--- src/pkg/scn_pkg.sv ---
// Constants, field layouts and carrier types for the supply class sequencer.
// Assumes a 200 MHz system clock and a byte-addressed Avalon-MM register port.
package scn_pkg;
   localparam int unsigned CLK_MHZ          = 200;
   localparam int unsigned POWER_SETTLE_NS  = 1000;
   localparam int unsigned POWER_SETTLE_CYC = (POWER_SETTLE_NS * CLK_MHZ + 999) / 1000;
   localparam int unsigned DEACT_NS         = 1000;
   localparam int unsigned DEACT_CYC        = (DEACT_NS * CLK_MHZ + 999) / 1000;
   localparam int unsigned CARD_HALF_CYC    = 25;
   localparam int unsigned RST_LOW_CLKS     = 400;
   localparam int unsigned CORRUPT_LIMIT    = 3;
   localparam logic [15:0] ATR_TMO_RST      = 16'h9c40;

   localparam logic [4:0]  OFS_CTRL   = 5'h00;
   localparam logic [4:0]  OFS_TMO    = 5'h04;
   localparam logic [4:0]  OFS_APP    = 5'h08;
   localparam logic [4:0]  OFS_STAT   = 5'h0c;
   localparam logic [4:0]  OFS_BUDGET = 5'h10;

   localparam int unsigned CTRL_START    = 0;
   localparam int unsigned CTRL_ABORT    = 1;
   localparam int unsigned CTRL_ALLOW_UP = 2;
   localparam int unsigned CTRL_SUPP_LSB = 4;
   localparam logic [2:0]  CTRL_SUPP_RST = 3'h7;
   localparam int unsigned APP_VERIFIED  = 0;
   localparam int unsigned APP_CMD       = 1;
   localparam int unsigned APP_STATUS    = 2;
   localparam int unsigned APP_IND_WR    = 3;
   localparam int unsigned APP_IND_LSB   = 8;

   localparam logic [2:0]  CLS_A = 3'h1;
   localparam logic [2:0]  CLS_B = 3'h2;
   localparam logic [2:0]  CLS_C = 3'h4;
   // Budgets in units of 0.1 mA
   localparam logic [15:0] ATR_MA10_A = 16'h0064;
   localparam logic [15:0] ATR_MA10_B = 16'h004b;
   localparam logic [15:0] ATR_MA10_C = 16'h0032;
   localparam logic [15:0] SES_MA10_A = 16'h0064;
   localparam logic [15:0] SES_MA10_B = 16'h004b;
   localparam logic [15:0] SES_MA10_C = 16'h0032;

   localparam logic [7:0]  TS_DIRECT  = 8'h3b;
   localparam logic [7:0]  TS_INVERSE = 8'h3f;
   localparam logic [3:0]  PROTO_GLOBAL = 4'hf;

   typedef enum logic [6:0] {
      S_IDLE   = 7'b0000001,
      S_POWER  = 7'b0000010,
      S_CLKRST = 7'b0000100,
      S_WAIT   = 7'b0001000,
      S_READY  = 7'b0010000,
      S_DEACT  = 7'b0100000,
      S_REJECT = 7'b1000000
   } scn_state_t;

   typedef enum logic [5:0] {
      P_TS   = 6'b000001,
      P_T0   = 6'b000010,
      P_IF   = 6'b000100,
      P_HIST = 6'b001000,
      P_TCK  = 6'b010000,
      P_END  = 6'b100000
   } scn_pstate_t;

   typedef struct packed {
      logic       vcc_en;
      logic [2:0] cls;
      logic       rst_n;
      logic       clk;
   } scn_card_t;

   typedef struct packed {
      logic       valid;
      logic       err;
      logic [7:0] data;
   } scn_char_t;

   typedef struct packed {
      logic       done;
      logic       corrupt;
      logic       seen;
      logic       t15;
      logic       cls_ok;
      logic [4:0] cls_ind;
   } scn_atr_t;
endpackage : scn_pkg

--- src/core/scn_sequencer.sv ---
// Terminal-side supply class negotiation: activation, answer wait, class retry
// and current budget tracking. Assumes an outside character receiver on the
// card data line and a supply switch that follows the class select pins.
//
// Local design decisions: the register addresses and the Avalon-MM register port.
`timescale 1ns/1ps
module scn_sequencer #(
   parameter int unsigned CARD_HALF = scn_pkg::CARD_HALF_CYC,
   parameter int unsigned RST_LOW   = scn_pkg::RST_LOW_CLKS,
   parameter int unsigned CORR_MAX  = scn_pkg::CORRUPT_LIMIT
) (
   input  wire logic                ref_clk_in,
   input  wire logic                nrst_in,
   input  wire logic [4:0]          avs_address_in,
   input  wire logic                avs_read_in,
   input  wire logic                avs_write_in,
   input  wire logic [31:0]         avs_writedata_in,
   output logic      [31:0]         avs_readdata_out,
   output logic                     avs_waitrequest_out,
   input  wire scn_pkg::scn_char_t  atr_char_in,
   output scn_pkg::scn_card_t       card_out,
   output logic                     card_ready_out,
   output logic                     reject_out,
   output logic      [15:0]         budget_out
);
   import scn_pkg::*;

   localparam logic [7:0]  HALF_M1  = 8'(CARD_HALF - 1);
   localparam logic [15:0] PWR_M1   = 16'(POWER_SETTLE_CYC - 1);
   localparam logic [15:0] DEACT_M1 = 16'(DEACT_CYC - 1);
   localparam logic [15:0] RST_CNT  = 16'(RST_LOW);
   localparam logic [1:0]  CNT_LAST = 2'(CORR_MAX - 1);

   logic [1:0]  rsync;
   logic        rst_n;
   scn_state_t  st, next_st;
   logic [2:0]  cur, next_cur, nxt, next_nxt, supp, ind3, cand, up;
   logic [1:0]  cnt, next_cnt;
   logic        abt, next_abt, allow, up_ok, exp, corrupt_ev, no_atr;
   logic [15:0] tmr, tmo, ind_val, budget;
   logic [7:0]  div;
   logic        cclk, run, tick, ack, wr, vcc_r, rst_r, ind_v, session, gap;
   logic [2:0]  cls_r;
   logic [4:0]  ind5;
   logic [31:0] rdata;
   logic        start_p, abort_p, app_ver, app_cmd, app_status, app_ind;
   scn_atr_t    atr;

   function automatic logic [2:0] lowest(input logic [2:0] m);
      if (m[2]) return CLS_C;
      if (m[1]) return CLS_B;
      if (m[0]) return CLS_A;
      return 3'h0;
   endfunction : lowest

   function automatic logic [15:0] lim(input logic [2:0] c, input logic ses);
      unique case (c)
         CLS_A:   return ses ? SES_MA10_A : ATR_MA10_A;
         CLS_B:   return ses ? SES_MA10_B : ATR_MA10_B;
         CLS_C:   return ses ? SES_MA10_C : ATR_MA10_C;
         default: return 16'h0000;
      endcase
   endfunction : lim

   always_ff @(posedge ref_clk_in or negedge nrst_in) begin
      if (!nrst_in) begin
         rsync <= 2'b00;
      end else begin
         rsync <= {rsync[0], 1'b1};
      end
   end
   assign rst_n = rsync[1];

   // Register port: one wait cycle, then the access completes
   assign avs_waitrequest_out = (avs_read_in || avs_write_in) && !ack;
   assign wr         = avs_write_in && ack;
   assign start_p    = wr && avs_address_in == OFS_CTRL && avs_writedata_in[CTRL_START];
   assign abort_p    = wr && avs_address_in == OFS_CTRL && avs_writedata_in[CTRL_ABORT];
   assign app_ver    = wr && avs_address_in == OFS_APP && avs_writedata_in[APP_VERIFIED];
   assign app_cmd    = wr && avs_address_in == OFS_APP && avs_writedata_in[APP_CMD];
   assign app_status = wr && avs_address_in == OFS_APP && avs_writedata_in[APP_STATUS];
   assign app_ind    = wr && avs_address_in == OFS_APP && avs_writedata_in[APP_IND_WR];

   always_ff @(posedge ref_clk_in or negedge rst_n) begin
      if (!rst_n) begin
         ack <= 1'b0;
      end else begin
         ack <= (avs_read_in || avs_write_in) && !ack;
      end
   end

   always_ff @(posedge ref_clk_in or negedge rst_n) begin
      if (!rst_n) begin
         allow <= 1'b0;
         supp  <= CTRL_SUPP_RST;
         tmo   <= ATR_TMO_RST;
      end else if (wr) begin
         if (avs_address_in == OFS_CTRL) begin
            allow <= avs_writedata_in[CTRL_ALLOW_UP];
            supp  <= avs_writedata_in[CTRL_SUPP_LSB +: 3];
         end
         if (avs_address_in == OFS_TMO) begin
            tmo <= avs_writedata_in[15:0];
         end
      end
   end

   always_ff @(posedge ref_clk_in or negedge rst_n) begin
      if (!rst_n) begin
         rdata <= 32'h0000_0000;
      end else if (avs_read_in && !ack) begin
         unique case (avs_address_in)
            OFS_CTRL:   rdata <= {25'h0, supp, 1'b0, allow, 2'h0};
            OFS_TMO:    rdata <= {16'h0, tmo};
            OFS_APP:    rdata <= {8'h0, ind_val, 4'h0, ind_v, 3'h0};
            OFS_STAT:   rdata <= {5'h0, gap, atr.t15, session, 2'h0, cnt, 3'h0, ind5,
                                  1'b0, cur, 1'b0, st};
            OFS_BUDGET: rdata <= {16'h0, budget};
            default:    rdata <= 32'h0000_0000;
         endcase
      end
   end
   assign avs_readdata_out = rdata;

   // Card clock divider, runs only while the contacts are live
   assign run  = st == S_CLKRST || st == S_WAIT || st == S_READY;
   assign tick = run && div == HALF_M1 && !cclk;

   always_ff @(posedge ref_clk_in or negedge rst_n) begin
      if (!rst_n) begin
         div  <= 8'h00;
         cclk <= 1'b0;
      end else if (!run) begin
         div  <= 8'h00;
         cclk <= 1'b0;
      end else if (div == HALF_M1) begin
         div  <= 8'h00;
         cclk <= !cclk;
      end else begin
         div <= div + 8'h01;
      end
   end

   // Characters before reset release are dropped, so only the answer is walked
   scn_atr_parse u_parse (
      .clk_in   (ref_clk_in),
      .rst_n_in (rst_n),
      .clr_in   (st != S_WAIT),
      .chr_in   (atr_char_in),
      .atr_out  (atr)
   );

   // Missing indication is read as highest-voltage only
   assign ind3       = (atr.t15 && atr.cls_ok) ? atr.cls_ind[2:0] : CLS_A;
   assign cand       = ind3 & supp;
   assign up         = {1'b0, cur[2:1]};
   assign up_ok      = |(up & supp);
   assign exp        = st == S_WAIT && tmr == tmo;
   assign corrupt_ev = atr.corrupt || (exp && atr.seen);
   assign no_atr     = exp && !atr.seen;

   always_comb begin
      next_st  = st;
      next_cur = cur;
      next_nxt = nxt;
      next_cnt = cnt;
      next_abt = abt;
      unique case (st)
         S_IDLE, S_REJECT: begin
            if (start_p) begin
               next_abt = 1'b0;
               next_cnt = 2'h0;
               // Start carries the class set of its own write, not the stale one
               next_cur = lowest(avs_writedata_in[CTRL_SUPP_LSB +: 3]);
               next_st  = (|avs_writedata_in[CTRL_SUPP_LSB +: 3]) ? S_POWER : S_REJECT;
            end
         end
         S_POWER:  next_st = (tmr == PWR_M1) ? S_CLKRST : S_POWER;
         S_CLKRST: next_st = (tmr == RST_CNT) ? S_WAIT : S_CLKRST;
         S_WAIT: begin
            if (atr.done) begin
               next_cnt = 2'h0;
               if (|(ind3 & cur)) begin
                  next_st = S_READY;
               end else begin
                  next_nxt = lowest(cand);
                  next_st  = S_DEACT;
               end
            end else if (corrupt_ev) begin
               next_st = S_DEACT;
               if (cnt == CNT_LAST) begin
                  next_cnt = 2'h0;
                  next_nxt = (allow && up_ok) ? up : 3'h0;
               end else begin
                  next_cnt = cnt + 2'h1;
                  next_nxt = cur;
               end
            end else if (no_atr) begin
               next_cnt = 2'h0;
               next_nxt = up_ok ? up : 3'h0;
               next_st  = S_DEACT;
            end
         end
         S_READY: next_st = S_READY;
         S_DEACT: begin
            if (tmr == DEACT_M1) begin
               next_cur = nxt;
               next_st  = (|nxt) ? S_POWER : (abt ? S_IDLE : S_REJECT);
            end
         end
      endcase
      if (abort_p && st != S_IDLE && st != S_REJECT) begin
         next_abt = 1'b1;
         next_nxt = 3'h0;
         next_st  = S_DEACT;
      end
   end

   always_ff @(posedge ref_clk_in or negedge rst_n) begin
      if (!rst_n) begin
         st  <= S_IDLE;
         cur <= 3'h0;
         nxt <= 3'h0;
         cnt <= 2'h0;
         abt <= 1'b0;
      end else begin
         st  <= next_st;
         cur <= next_cur;
         nxt <= next_nxt;
         cnt <= next_cnt;
         abt <= next_abt;
      end
   end

   always_ff @(posedge ref_clk_in or negedge rst_n) begin
      if (!rst_n) begin
         tmr <= 16'h0000;
      end else if (next_st != st) begin
         tmr <= 16'h0000;
      end else if (st == S_POWER || st == S_DEACT || tick) begin
         tmr <= tmr + 16'h0001;
      end
   end

   // Contact pins follow the next state so they change with the state itself
   always_ff @(posedge ref_clk_in or negedge rst_n) begin
      if (!rst_n) begin
         vcc_r <= 1'b0;
         rst_r <= 1'b0;
         cls_r <= 3'h0;
      end else begin
         vcc_r <= next_st == S_POWER || next_st == S_CLKRST || next_st == S_WAIT ||
                  next_st == S_READY;
         rst_r <= next_st == S_WAIT || next_st == S_READY;
         cls_r <= (next_st == S_IDLE || next_st == S_REJECT || next_st == S_DEACT) ? 3'h0 : next_cur;
      end
   end
   assign card_out = '{vcc_en: vcc_r, cls: cls_r, rst_n: rst_r, clk: cclk};
   // Upper layers stay gated until class switching has settled
   assign card_ready_out = st == S_READY;
   assign reject_out     = st == S_REJECT;

   // Gap flag is kept for software; the choice still uses the low three bits
   always_ff @(posedge ref_clk_in or negedge rst_n) begin
      if (!rst_n) begin
         ind5 <= 5'h00;
         gap  <= 1'b0;
      end else if (atr.done) begin
         ind5 <= atr.cls_ind;
         gap  <= |((atr.cls_ind + (atr.cls_ind & (~atr.cls_ind + 5'h01))) & atr.cls_ind);
      end
   end

   always_ff @(posedge ref_clk_in or negedge rst_n) begin
      if (!rst_n) begin
         session <= 1'b0;
         ind_v   <= 1'b0;
         ind_val <= 16'h0000;
      end else if (st != S_READY) begin
         session <= 1'b0;
         ind_v   <= 1'b0;
      end else begin
         if (app_ver || app_cmd) begin
            session <= 1'b1;
         end
         if (app_ind) begin
            ind_v   <= 1'b1;
            ind_val <= avs_writedata_in[APP_IND_LSB +: 16];
         end
      end
   end

   always_ff @(posedge ref_clk_in or negedge rst_n) begin
      if (!rst_n) begin
         budget <= 16'h0000;
      end else if (!session || st != S_READY) begin
         budget <= lim(cur, 1'b0);
      end else begin
         budget <= ind_v ? ind_val : lim(cur, 1'b1);
      end
   end
   assign budget_out = budget;
endmodule : scn_sequencer

--- src/core/scn_atr_parse.sv ---
// Answer-to-reset structure walker: follows the interface byte chain and checksum.
// Assumes an outside receiver delivers one decoded character per valid pulse.
`timescale 1ns/1ps
module scn_atr_parse (
   input  wire logic                clk_in,
   input  wire logic                rst_n_in,
   input  wire logic                clr_in,
   input  wire scn_pkg::scn_char_t  chr_in,
   output scn_pkg::scn_atr_t        atr_out
);
   import scn_pkg::*;

   scn_pstate_t pst, n_pst;
   logic [3:0]  pend, n_pend, lb, hist, grp, curt;
   logic        need_tck, n_tck, bad;
   logic [7:0]  xsum;

   function automatic scn_pstate_t after(input logic [3:0] p, input logic [3:0] h, input logic t);
      if (p != 4'h0) return P_IF;
      if (h != 4'h0) return P_HIST;
      if (t) return P_TCK;
      return P_END;
   endfunction : after

   always_comb begin
      lb     = pend & (~pend + 4'h1);
      n_pend = pend & ~lb;
      n_tck  = need_tck;
      n_pst  = pst;
      bad    = chr_in.err;
      unique case (pst)
         P_TS: begin
            bad   = chr_in.err || (chr_in.data != TS_DIRECT && chr_in.data != TS_INVERSE);
            n_pst = P_T0;
         end
         P_T0: begin
            n_pend = chr_in.data[7:4];
            n_pst  = after(chr_in.data[7:4], chr_in.data[3:0], 1'b0);
         end
         P_IF: begin
            if (lb[3]) begin
               n_pend = chr_in.data[7:4];
               n_tck  = need_tck || (chr_in.data[3:0] != 4'h0);
            end
            n_pst = after(n_pend, hist, n_tck);
         end
         P_HIST: n_pst = (hist == 4'h1) ? (need_tck ? P_TCK : P_END) : P_HIST;
         P_TCK: begin
            bad   = chr_in.err || ((xsum ^ chr_in.data) != 8'h00);
            n_pst = P_END;
         end
         P_END: n_pst = P_END;
      endcase
      if (bad) begin
         n_pst = P_END;
      end
   end

   // Other protocols and history bytes are walked, never refused; a bad check byte flags corrupt
   always_ff @(posedge clk_in or negedge rst_n_in) begin
      if (!rst_n_in) begin
         pst      <= P_TS;
         pend     <= 4'h0;
         hist     <= 4'h0;
         grp      <= 4'h0;
         curt     <= 4'h0;
         need_tck <= 1'b0;
         xsum     <= 8'h00;
         atr_out  <= '0;
      end else if (clr_in) begin
         pst      <= P_TS;
         pend     <= 4'h0;
         need_tck <= 1'b0;
         xsum     <= 8'h00;
         atr_out  <= '0;
      end else begin
         atr_out.done    <= 1'b0;
         atr_out.corrupt <= 1'b0;
         if (chr_in.valid && pst != P_END) begin
            atr_out.seen    <= 1'b1;
            atr_out.corrupt <= bad;
            atr_out.done    <= !bad && n_pst == P_END;
            pst             <= n_pst;
            pend            <= n_pend;
            need_tck        <= n_tck;
            if (pst != P_TS) begin
               xsum <= xsum ^ chr_in.data;
            end
            if (pst == P_T0) begin
               hist <= chr_in.data[3:0];
               grp  <= 4'h1;
               curt <= 4'h0;
            end
            if (pst == P_HIST) begin
               hist <= hist - 4'h1;
            end
            // Class byte is a global byte of group three or later
            if (pst == P_IF && lb[0] && grp > 4'h2 && curt == PROTO_GLOBAL) begin
               atr_out.cls_ok  <= 1'b1;
               atr_out.cls_ind <= chr_in.data[4:0];
            end
            if (pst == P_IF && lb[3]) begin
               curt <= chr_in.data[3:0];
               grp  <= grp + 4'h1;
               if (chr_in.data[3:0] == PROTO_GLOBAL) begin
                  atr_out.t15 <= 1'b1;
               end
            end
         end
      end
   end
endmodule : scn_atr_parse

--- config.mk ---
export PLATFORM = sky130hd
export DESIGN_NAME = scn_sequencer
export DESIGN_NICKNAME = d
export VERILOG_FILES = /design/src/pkg/scn_pkg.sv /design/src/core/scn_sequencer.sv /design/src/core/scn_atr_parse.sv
export SDC_FILE = /design/constraint.sdc
export NUM_CORES = 1
export LEC_CHECK = 0
export BUFFER_PORTS_ARGS = -buffer_cell sky130_fd_sc_hd__buf_2
export CAP_MARGIN = 0
export CORE_AREA = 2 2 168 121
export CTS_BUF_LIST = sky130_fd_sc_hd__clkbuf_16
export DETAILED_ROUTE_END_ITERATION = 12
export DIE_AREA = 0 0 170 123
export PLACE_DENSITY_LB_ADDON = 0.25
export SLEW_MARGIN = 20
export SYNTH_ARGS = -nofsm -noshare
export SYNTH_HDL_FRONTEND = slang
export SYNTH_SLANG_ARGS = --single-unit
export TNS_END_PERCENT = 1
--- constraint.sdc ---
create_clock -name ref_clk_in -period 8.6 [get_ports ref_clk_in]
set_input_delay 0.43 -clock ref_clk_in [delete_from_list [all_inputs] [get_ports ref_clk_in]]
set_output_delay 0.43 -clock ref_clk_in [all_outputs]
set_load 0.02 [all_outputs]
Word-level counts from Yosys, hierarchy flattened. Cells that the tools add are included.

Logic and storage cells: 340. Input bits: 51. Output and inout bits: 57. Register bits after elaboration: 182.

Bitwise operators: 13. Equal/unequal tests: 49. Muxes and demuxes: 144. Add/sub/neg operators: 8. Reductions and logical operators: 89. Magnitude comparators: 1.

Operators by type and width (number): $pmux 27 s5 (1); $mux 6 (17); $mux 3 (24); $mux 16 (4); $mux 7 (9); $mux 1 (57); $mux 4 (11); $pmux 7 s6 (1); $mux 8 (5); $pmux 6 s5 (1); $reduce_bool 2->1 (15); $logic_and 1x1->1 (26); $pmux 7 s3 (1); $mux 10 (2); $reduce_bool 4->1 (5); $logic_or 1x1->1 (17); $add 16x1->16 const B (1); $eq 16x16->1 (1); $eq 16x8->1 const B (1); $eq 16x9->1 const B (1); $ne 8x6->1 const B (2); $reduce_and 3->1 (5); $eq 7x1->1 const B (2); $eq 7x2->1 const B (2); other kinds (59) (93).

Depth between registers and ports, before layout.
Word-level depth: 24. Gate-level depth with buffers: 11. Gate-level depth less buffers: 9.

Cells and area by module. From an unflattened synthesis, not the netlist that was laid out.

Cell total of the unflattened synthesis: 920. Area total of the unflattened synthesis: 9377.7 sq um.

By module, submodules not included: scn_sequencer (area each 7034.2 sq um, cells an instance 674, instances 1, seq. area each 3414.5 sq um); scn_atr_parse (area each 2343.5 sq um, cells an instance 246, instances 1, seq. area each 1027.2 sq um).

Worst setup path before layout. Ideal clock, no wire load.

Kind: flip-flop to flip-flop. Start: register st[1]. End: register ind_val[10]. Data arrival time: 2.492 ns. Library setup time: 0.125 ns. Data required time: 8.475 ns. Buffers on the path: 2. Clock period less this slack: 2.617 ns. Path slack: 5.983 ns. Cell stages (with the launch flop): 8. Cell sequence: dfrtp_1 > buf_4 > nor3_2 > nand2_1 > nor3_1 > nand3_1 > clkbuf_1 > mux2_2.

Cells in the longest elaborated chain, start to end: 3.

Ends and longest elaborated chain: start: declaration (line scn_sequencer.sv:36) `scn_state_t st, next_st;`; start signal: assignment (line scn_sequencer.sv:227) `st <= next_st;`; $ne 7x5->1 (line scn_sequencer.sv:279) `end else if (st != S_READY) begin`; $not 1->1 (no line); $reduce_and 2->1 (no line); end signal: assignment (line scn_sequencer.sv:288) `ind_val <= avs_writedata_in[APP_IND_LSB +: 16];`; end: declaration (line scn_sequencer.sv:40) `logic [15:0] tmr, tmo, ind_val, budget;`.

Every way passes these cells. A chain may end at the register's enable or synchronous reset.

Worst setup path in the final report.
Start: input avs_address_in[4]. End: register tmr[13].

Cells in the longest elaborated chain, start to end: 8. Elaborated cells on any way between the ends: 12. Classes of those cells: 1 x eq/ne; 4 x mux; 7 x reduce/logical.

Ends and longest elaborated chain: start: declaration (line scn_sequencer.sv:14) `input wire logic [4:0] avs_address_in,`; $logic_not 5->1 (*) (line scn_sequencer.sv:77, scn_sequencer.sv:78); $logic_and 1x1->1 (*) (line scn_sequencer.sv:77, scn_sequencer.sv:78); $logic_and 1x1->1 (on tied branches) (line scn_sequencer.sv:77, scn_sequencer.sv:78); $mux 7 or $logic_and 1x1->1 (tied branches) (line scn_sequencer.sv:170, scn_sequencer.sv:212); $pmux 7 s6 or $logic_and 1x1->1 (tied branches) (line scn_sequencer.sv:168, scn_sequencer.sv:212); $mux 7 (*) (line scn_sequencer.sv:212) `if (abort_p && st != S_IDLE && st != S_REJECT) begin`; $ne 7x7->1 (*) (line scn_sequencer.sv:238) `end else if (next_st != st) begin`; $mux 16 or $reduce_bool 2->1 (tied branches); end signal: assignment (line scn_sequencer.sv:241) `tmr <= tmr + 16'h0001;`; end: declaration (line scn_sequencer.sv:40).

Every way passes the cells marked *; elsewhere a longest branch is shown, timed or not.

==> results.md <==
- Met1 usage in global routing: 38.08%
- Cts bufs inserted: 17
- Most used routing layer: met1
- Crit-path max FO: 16
- Worst slew pin tran: 1130 ps
- Mux share of post-synthesis cell area: 6.451%
- Synth Area in XOR/XNOR: 5.989%
- Antenna Nets Post-Route: 0
- Resized cells post-CTS: 0
- Htree depth: 4
- Clock latency on the worst-skew pair: 450 ps
- Slowest Stage Delay on Critical Path: 950 ps
- Sequential share of power: 46.0%
- Slew Limit Fails: 0
- Yosys cell types: 83
- GR Util met2: 34.44%
- Cell Chain, Critical Path: buf_2, or4_1, nor3_4, and3_1, nor3_1, a211oi_2, nand3_1, nor4_2
- DPL Wire Length: 18.07 mm
- Hold Crit Depth: 2
- Congestion Overflow GR: 0
- Crit path capture type: register
- Nets: 1081
- First-pass GRT wire length: 39.73 mm
- Ports: 108
- Post-Syn Area: 0.009484 sq mm
- Outcome: finished, final reports clean
- Yosys warning total: 0
- Routed len/inst: 19.86 um
- Routed vias: 7727
- Clock slew at reported path FFs: 80 ps
- Fraction of registers with async set/reset: 100.0%
- Fmax: 298.9 MHz
- Total track usage: 24.82%
- Clk pwr share: 40.2%
- DR vias/cell: 6.027
- HP Class: input port to register
- Synth Area in Simple Gates: 21.13%
- Post-route insts no fill: 1282
- Layout area overhead: 12.81%
- RSZ-0062 raised after global routing: false
- Largest net degree at the start of global routing: 67
- Drt total wl: 25.46 mm
- Cells after synthesis: 954
- Syn avg cell area: 9.941 sq um
- Residual DRC: 0
- GR Layer Usage met3: 5.666%
- Worst Path Buf+Inv: 1
- EDFF count, synth: 0
- Root Driver: clkbuf_16
- CTS Buffer Depth: 2
- Port bufs: 94
- Dpl ws: 4810 ps
- Crit Path Class: input port to register
- Adder-cell share of the synthesized area: 1.161%
- Combinational power share: 13.8%
- Initial antenna violation count: 0
- Initial Util: 48.97%
- Clock Skew: 14.49 ps
- Post-CTS Setup Inserts: 0
- Rel. slew slack: 24.52%
- Final Hold Violating Endpoints: 0
- # diodes: 0
- DR iter-0 viols: 756
- Req. time, crit path: 8950 ps
- Die W: 170 um
- Critical Path Stages: 8
- Die height: 123 um
- Max Cap Viol: 0
- Crit path DAT: 3700 ps
- Crit-path slowest cell: a211oi_2
- Site Rows: 43
- Top cells by area, synth: dfrtp_1 (44%), mux2_2 (4.9%), nand2_1 (3.4%), nor2_1 (3.3%), o21ai_0 (3.1%)
- Vias in the first global route: 7058
- Final setup fails: 0
- Power per cell area: 190.2 mW/mm^2
- Main combinational cell family by area after synthesis: simple AND/OR/NAND/NOR gates
- Yosys top cell by area: dfrtp_1
- Internal power: 1.361 mW
- DRT Pass-1 Iters: 5
- Die area: 0.02091 sq mm
- Post-synth top flop: dfrtp_1
- Sequential area share after synthesis: 46.83%
- Final setup TNS: 0 ps
- Critical Path Start Type: input port
- CTS tree: done
- CP delay by family, top: simple AND/OR/NAND/NOR gates
- Setup ws final: 5254 ps
- Placed insts: 1249
- Max VDD drop: 0.0001096 V
- Switch share: 33.11%
- Pleak: 4.781 nW
- R2R depth: 6
- RePlAce Congestion: 0.9336
- Share of layout cells above drive strength 1: 21.16%
- Minimum clock period: 3346 ps
- Ratio of final minimum period to clock period: 38.91%
- Psw: 673.8 uW
- CTS Sinks: 177
- Seq cells post-synth: 177
- Post-synthesis compound-gate area fraction: 14.06%
- Core area: 0.01937 sq mm
- Synth top area share: 44.06%
## metal layers
| layer | vias up | wire [um] |
|---|---|---|
| met1 | 3752 | 12370 |
| met3 | 53 | 1996 |
| li1 | 3591 | - |
| met5 | - | 0 |
| met2 | 331 | 10550 |
| met4 | 0 | 543 |
## path summary, 6_finish.rpt
path | start | end | slack [ps]
worst min-delay path | avs_writedata_in[20] | ind_val[12] | 200
min in group asynchronous | nrst_in | rsync[1] | 290
worst max register to register | st[3] | tmr[3] | 5310
max in group asynchronous | rsync[1] | budget_out[0] | 6180
worst min register to register | rsync[1] | u_parse.hist[1] | 330
worst max-delay path | avs_address_in[4] | tmr[13] | 5250
## registers in the layout (all words and copies together) (netlist names), 2 cells and up
signal,count
avs_readdata_out,27
budget_out,16
ind_val,16
tmo,16
tmr,16
u_parse.atr_out,10
div,8
u_parse.xsum,8
st,7
u_parse.pst,6
ind5,5
u_parse.curt,4
u_parse.grp,4
u_parse.hist,4
u_parse.pend,4
cls_r,3
cur,3
nxt,3
supp,3
cnt,2
rsync,2
## placed cells by master (no fill, tap or decap), types with 9 or more instances in the layout
master / instances
mux2_2: 41
inv_1: 25
xnor2_1: 33
and3_1: 13
nor4_2: 11
buf_2: 94
nand4_1: 14
nor4_1: 18
nand3_1: 47
clkbuf_16: 17
dfstp_2: 10
a31oi_1: 9
a21oi_1: 22
o21ai_0: 58
nand2_1: 86
mux2i_1: 15
dfrtp_1: 166
a221oi_1: 13
nor3b_1: 10
a22o_1: 20
nor2_1: 84
and2_1: 11
xor2_1: 30
nor3_1: 18
buf_4: 10
## area by class of cell
class	count	area [sq um]
clock buffer	17	425.4
clock inverter	15	203.9
fill	1719	8670
inverter	26	97.59
multi-input combinational	695	4662
sequential	177	4446
tap	247	309.0
timing repair buffer	105	555.5
## power by group through the flow
stage | registers (mW) | clock network (mW) | logic (mW)
after floorplan | 0.910 | 0 | 0.237
after global placement | 0.950 | 0 | 0.273
after detailed placement | 0.951 | 0 | 0.276
after CTS | 0.934 | 0.827 | 0.278
after global routing | 0.942 | 0.858 | 0.306
final | 0.937 | 0.818 | 0.280
## synth_stat cells, drive strengths merged (22+ instances only)
master,n
o21ai,61
nor4,31
nor2,85
a21oi,23
nor3,22
buf,26
xor2,31
inv,25
mux2,41
nand2,86
nand3,47
xnor2,33
clkbuf,34
dfrtp,167
## worst reg2reg max path: cells and delay by family (launching register included)
family,cells,cell delay (ps)
xor gates and xnor gates,1,830
DFF,1,590
and+or+nand+nor,4,1420
AOI/OAI and AO/OA,1,280
## timing repair
item                                   in CTS  in global routing
hold buffers                                1                  0
setup endpoints to repair                   0                  0
endpoints found under the hold margin       2                  0
## cell families after synthesis
| logic type | count (synthesis) |
|---|---|
| AOI/OAI and AO/OA | 192 |
| xor gates and xnor gates | 64 |
| adders and majority gates | 9 |
| buffers and inverters | 86 |
| DFF | 177 |
| muxes | 56 |
| other | 2 |
| and+or+nand+nor | 368 |
## through the flow
stage          cell area [sq um]  hold slack [ps]  power, mW  util, %
6_report                   10700            201.6      2.035    55.24
5_1_grt                    10700            200.0      2.106    55.24
4_1_cts                    10700            199.2      2.040    55.24
3_5_place_dp               10060            217.4      1.227    51.94
3_3_place_gp               10060            217.3      1.223    51.94
2_1_floorplan               9499            134.4      1.146        -
Power figures use the tool's default switching activity.
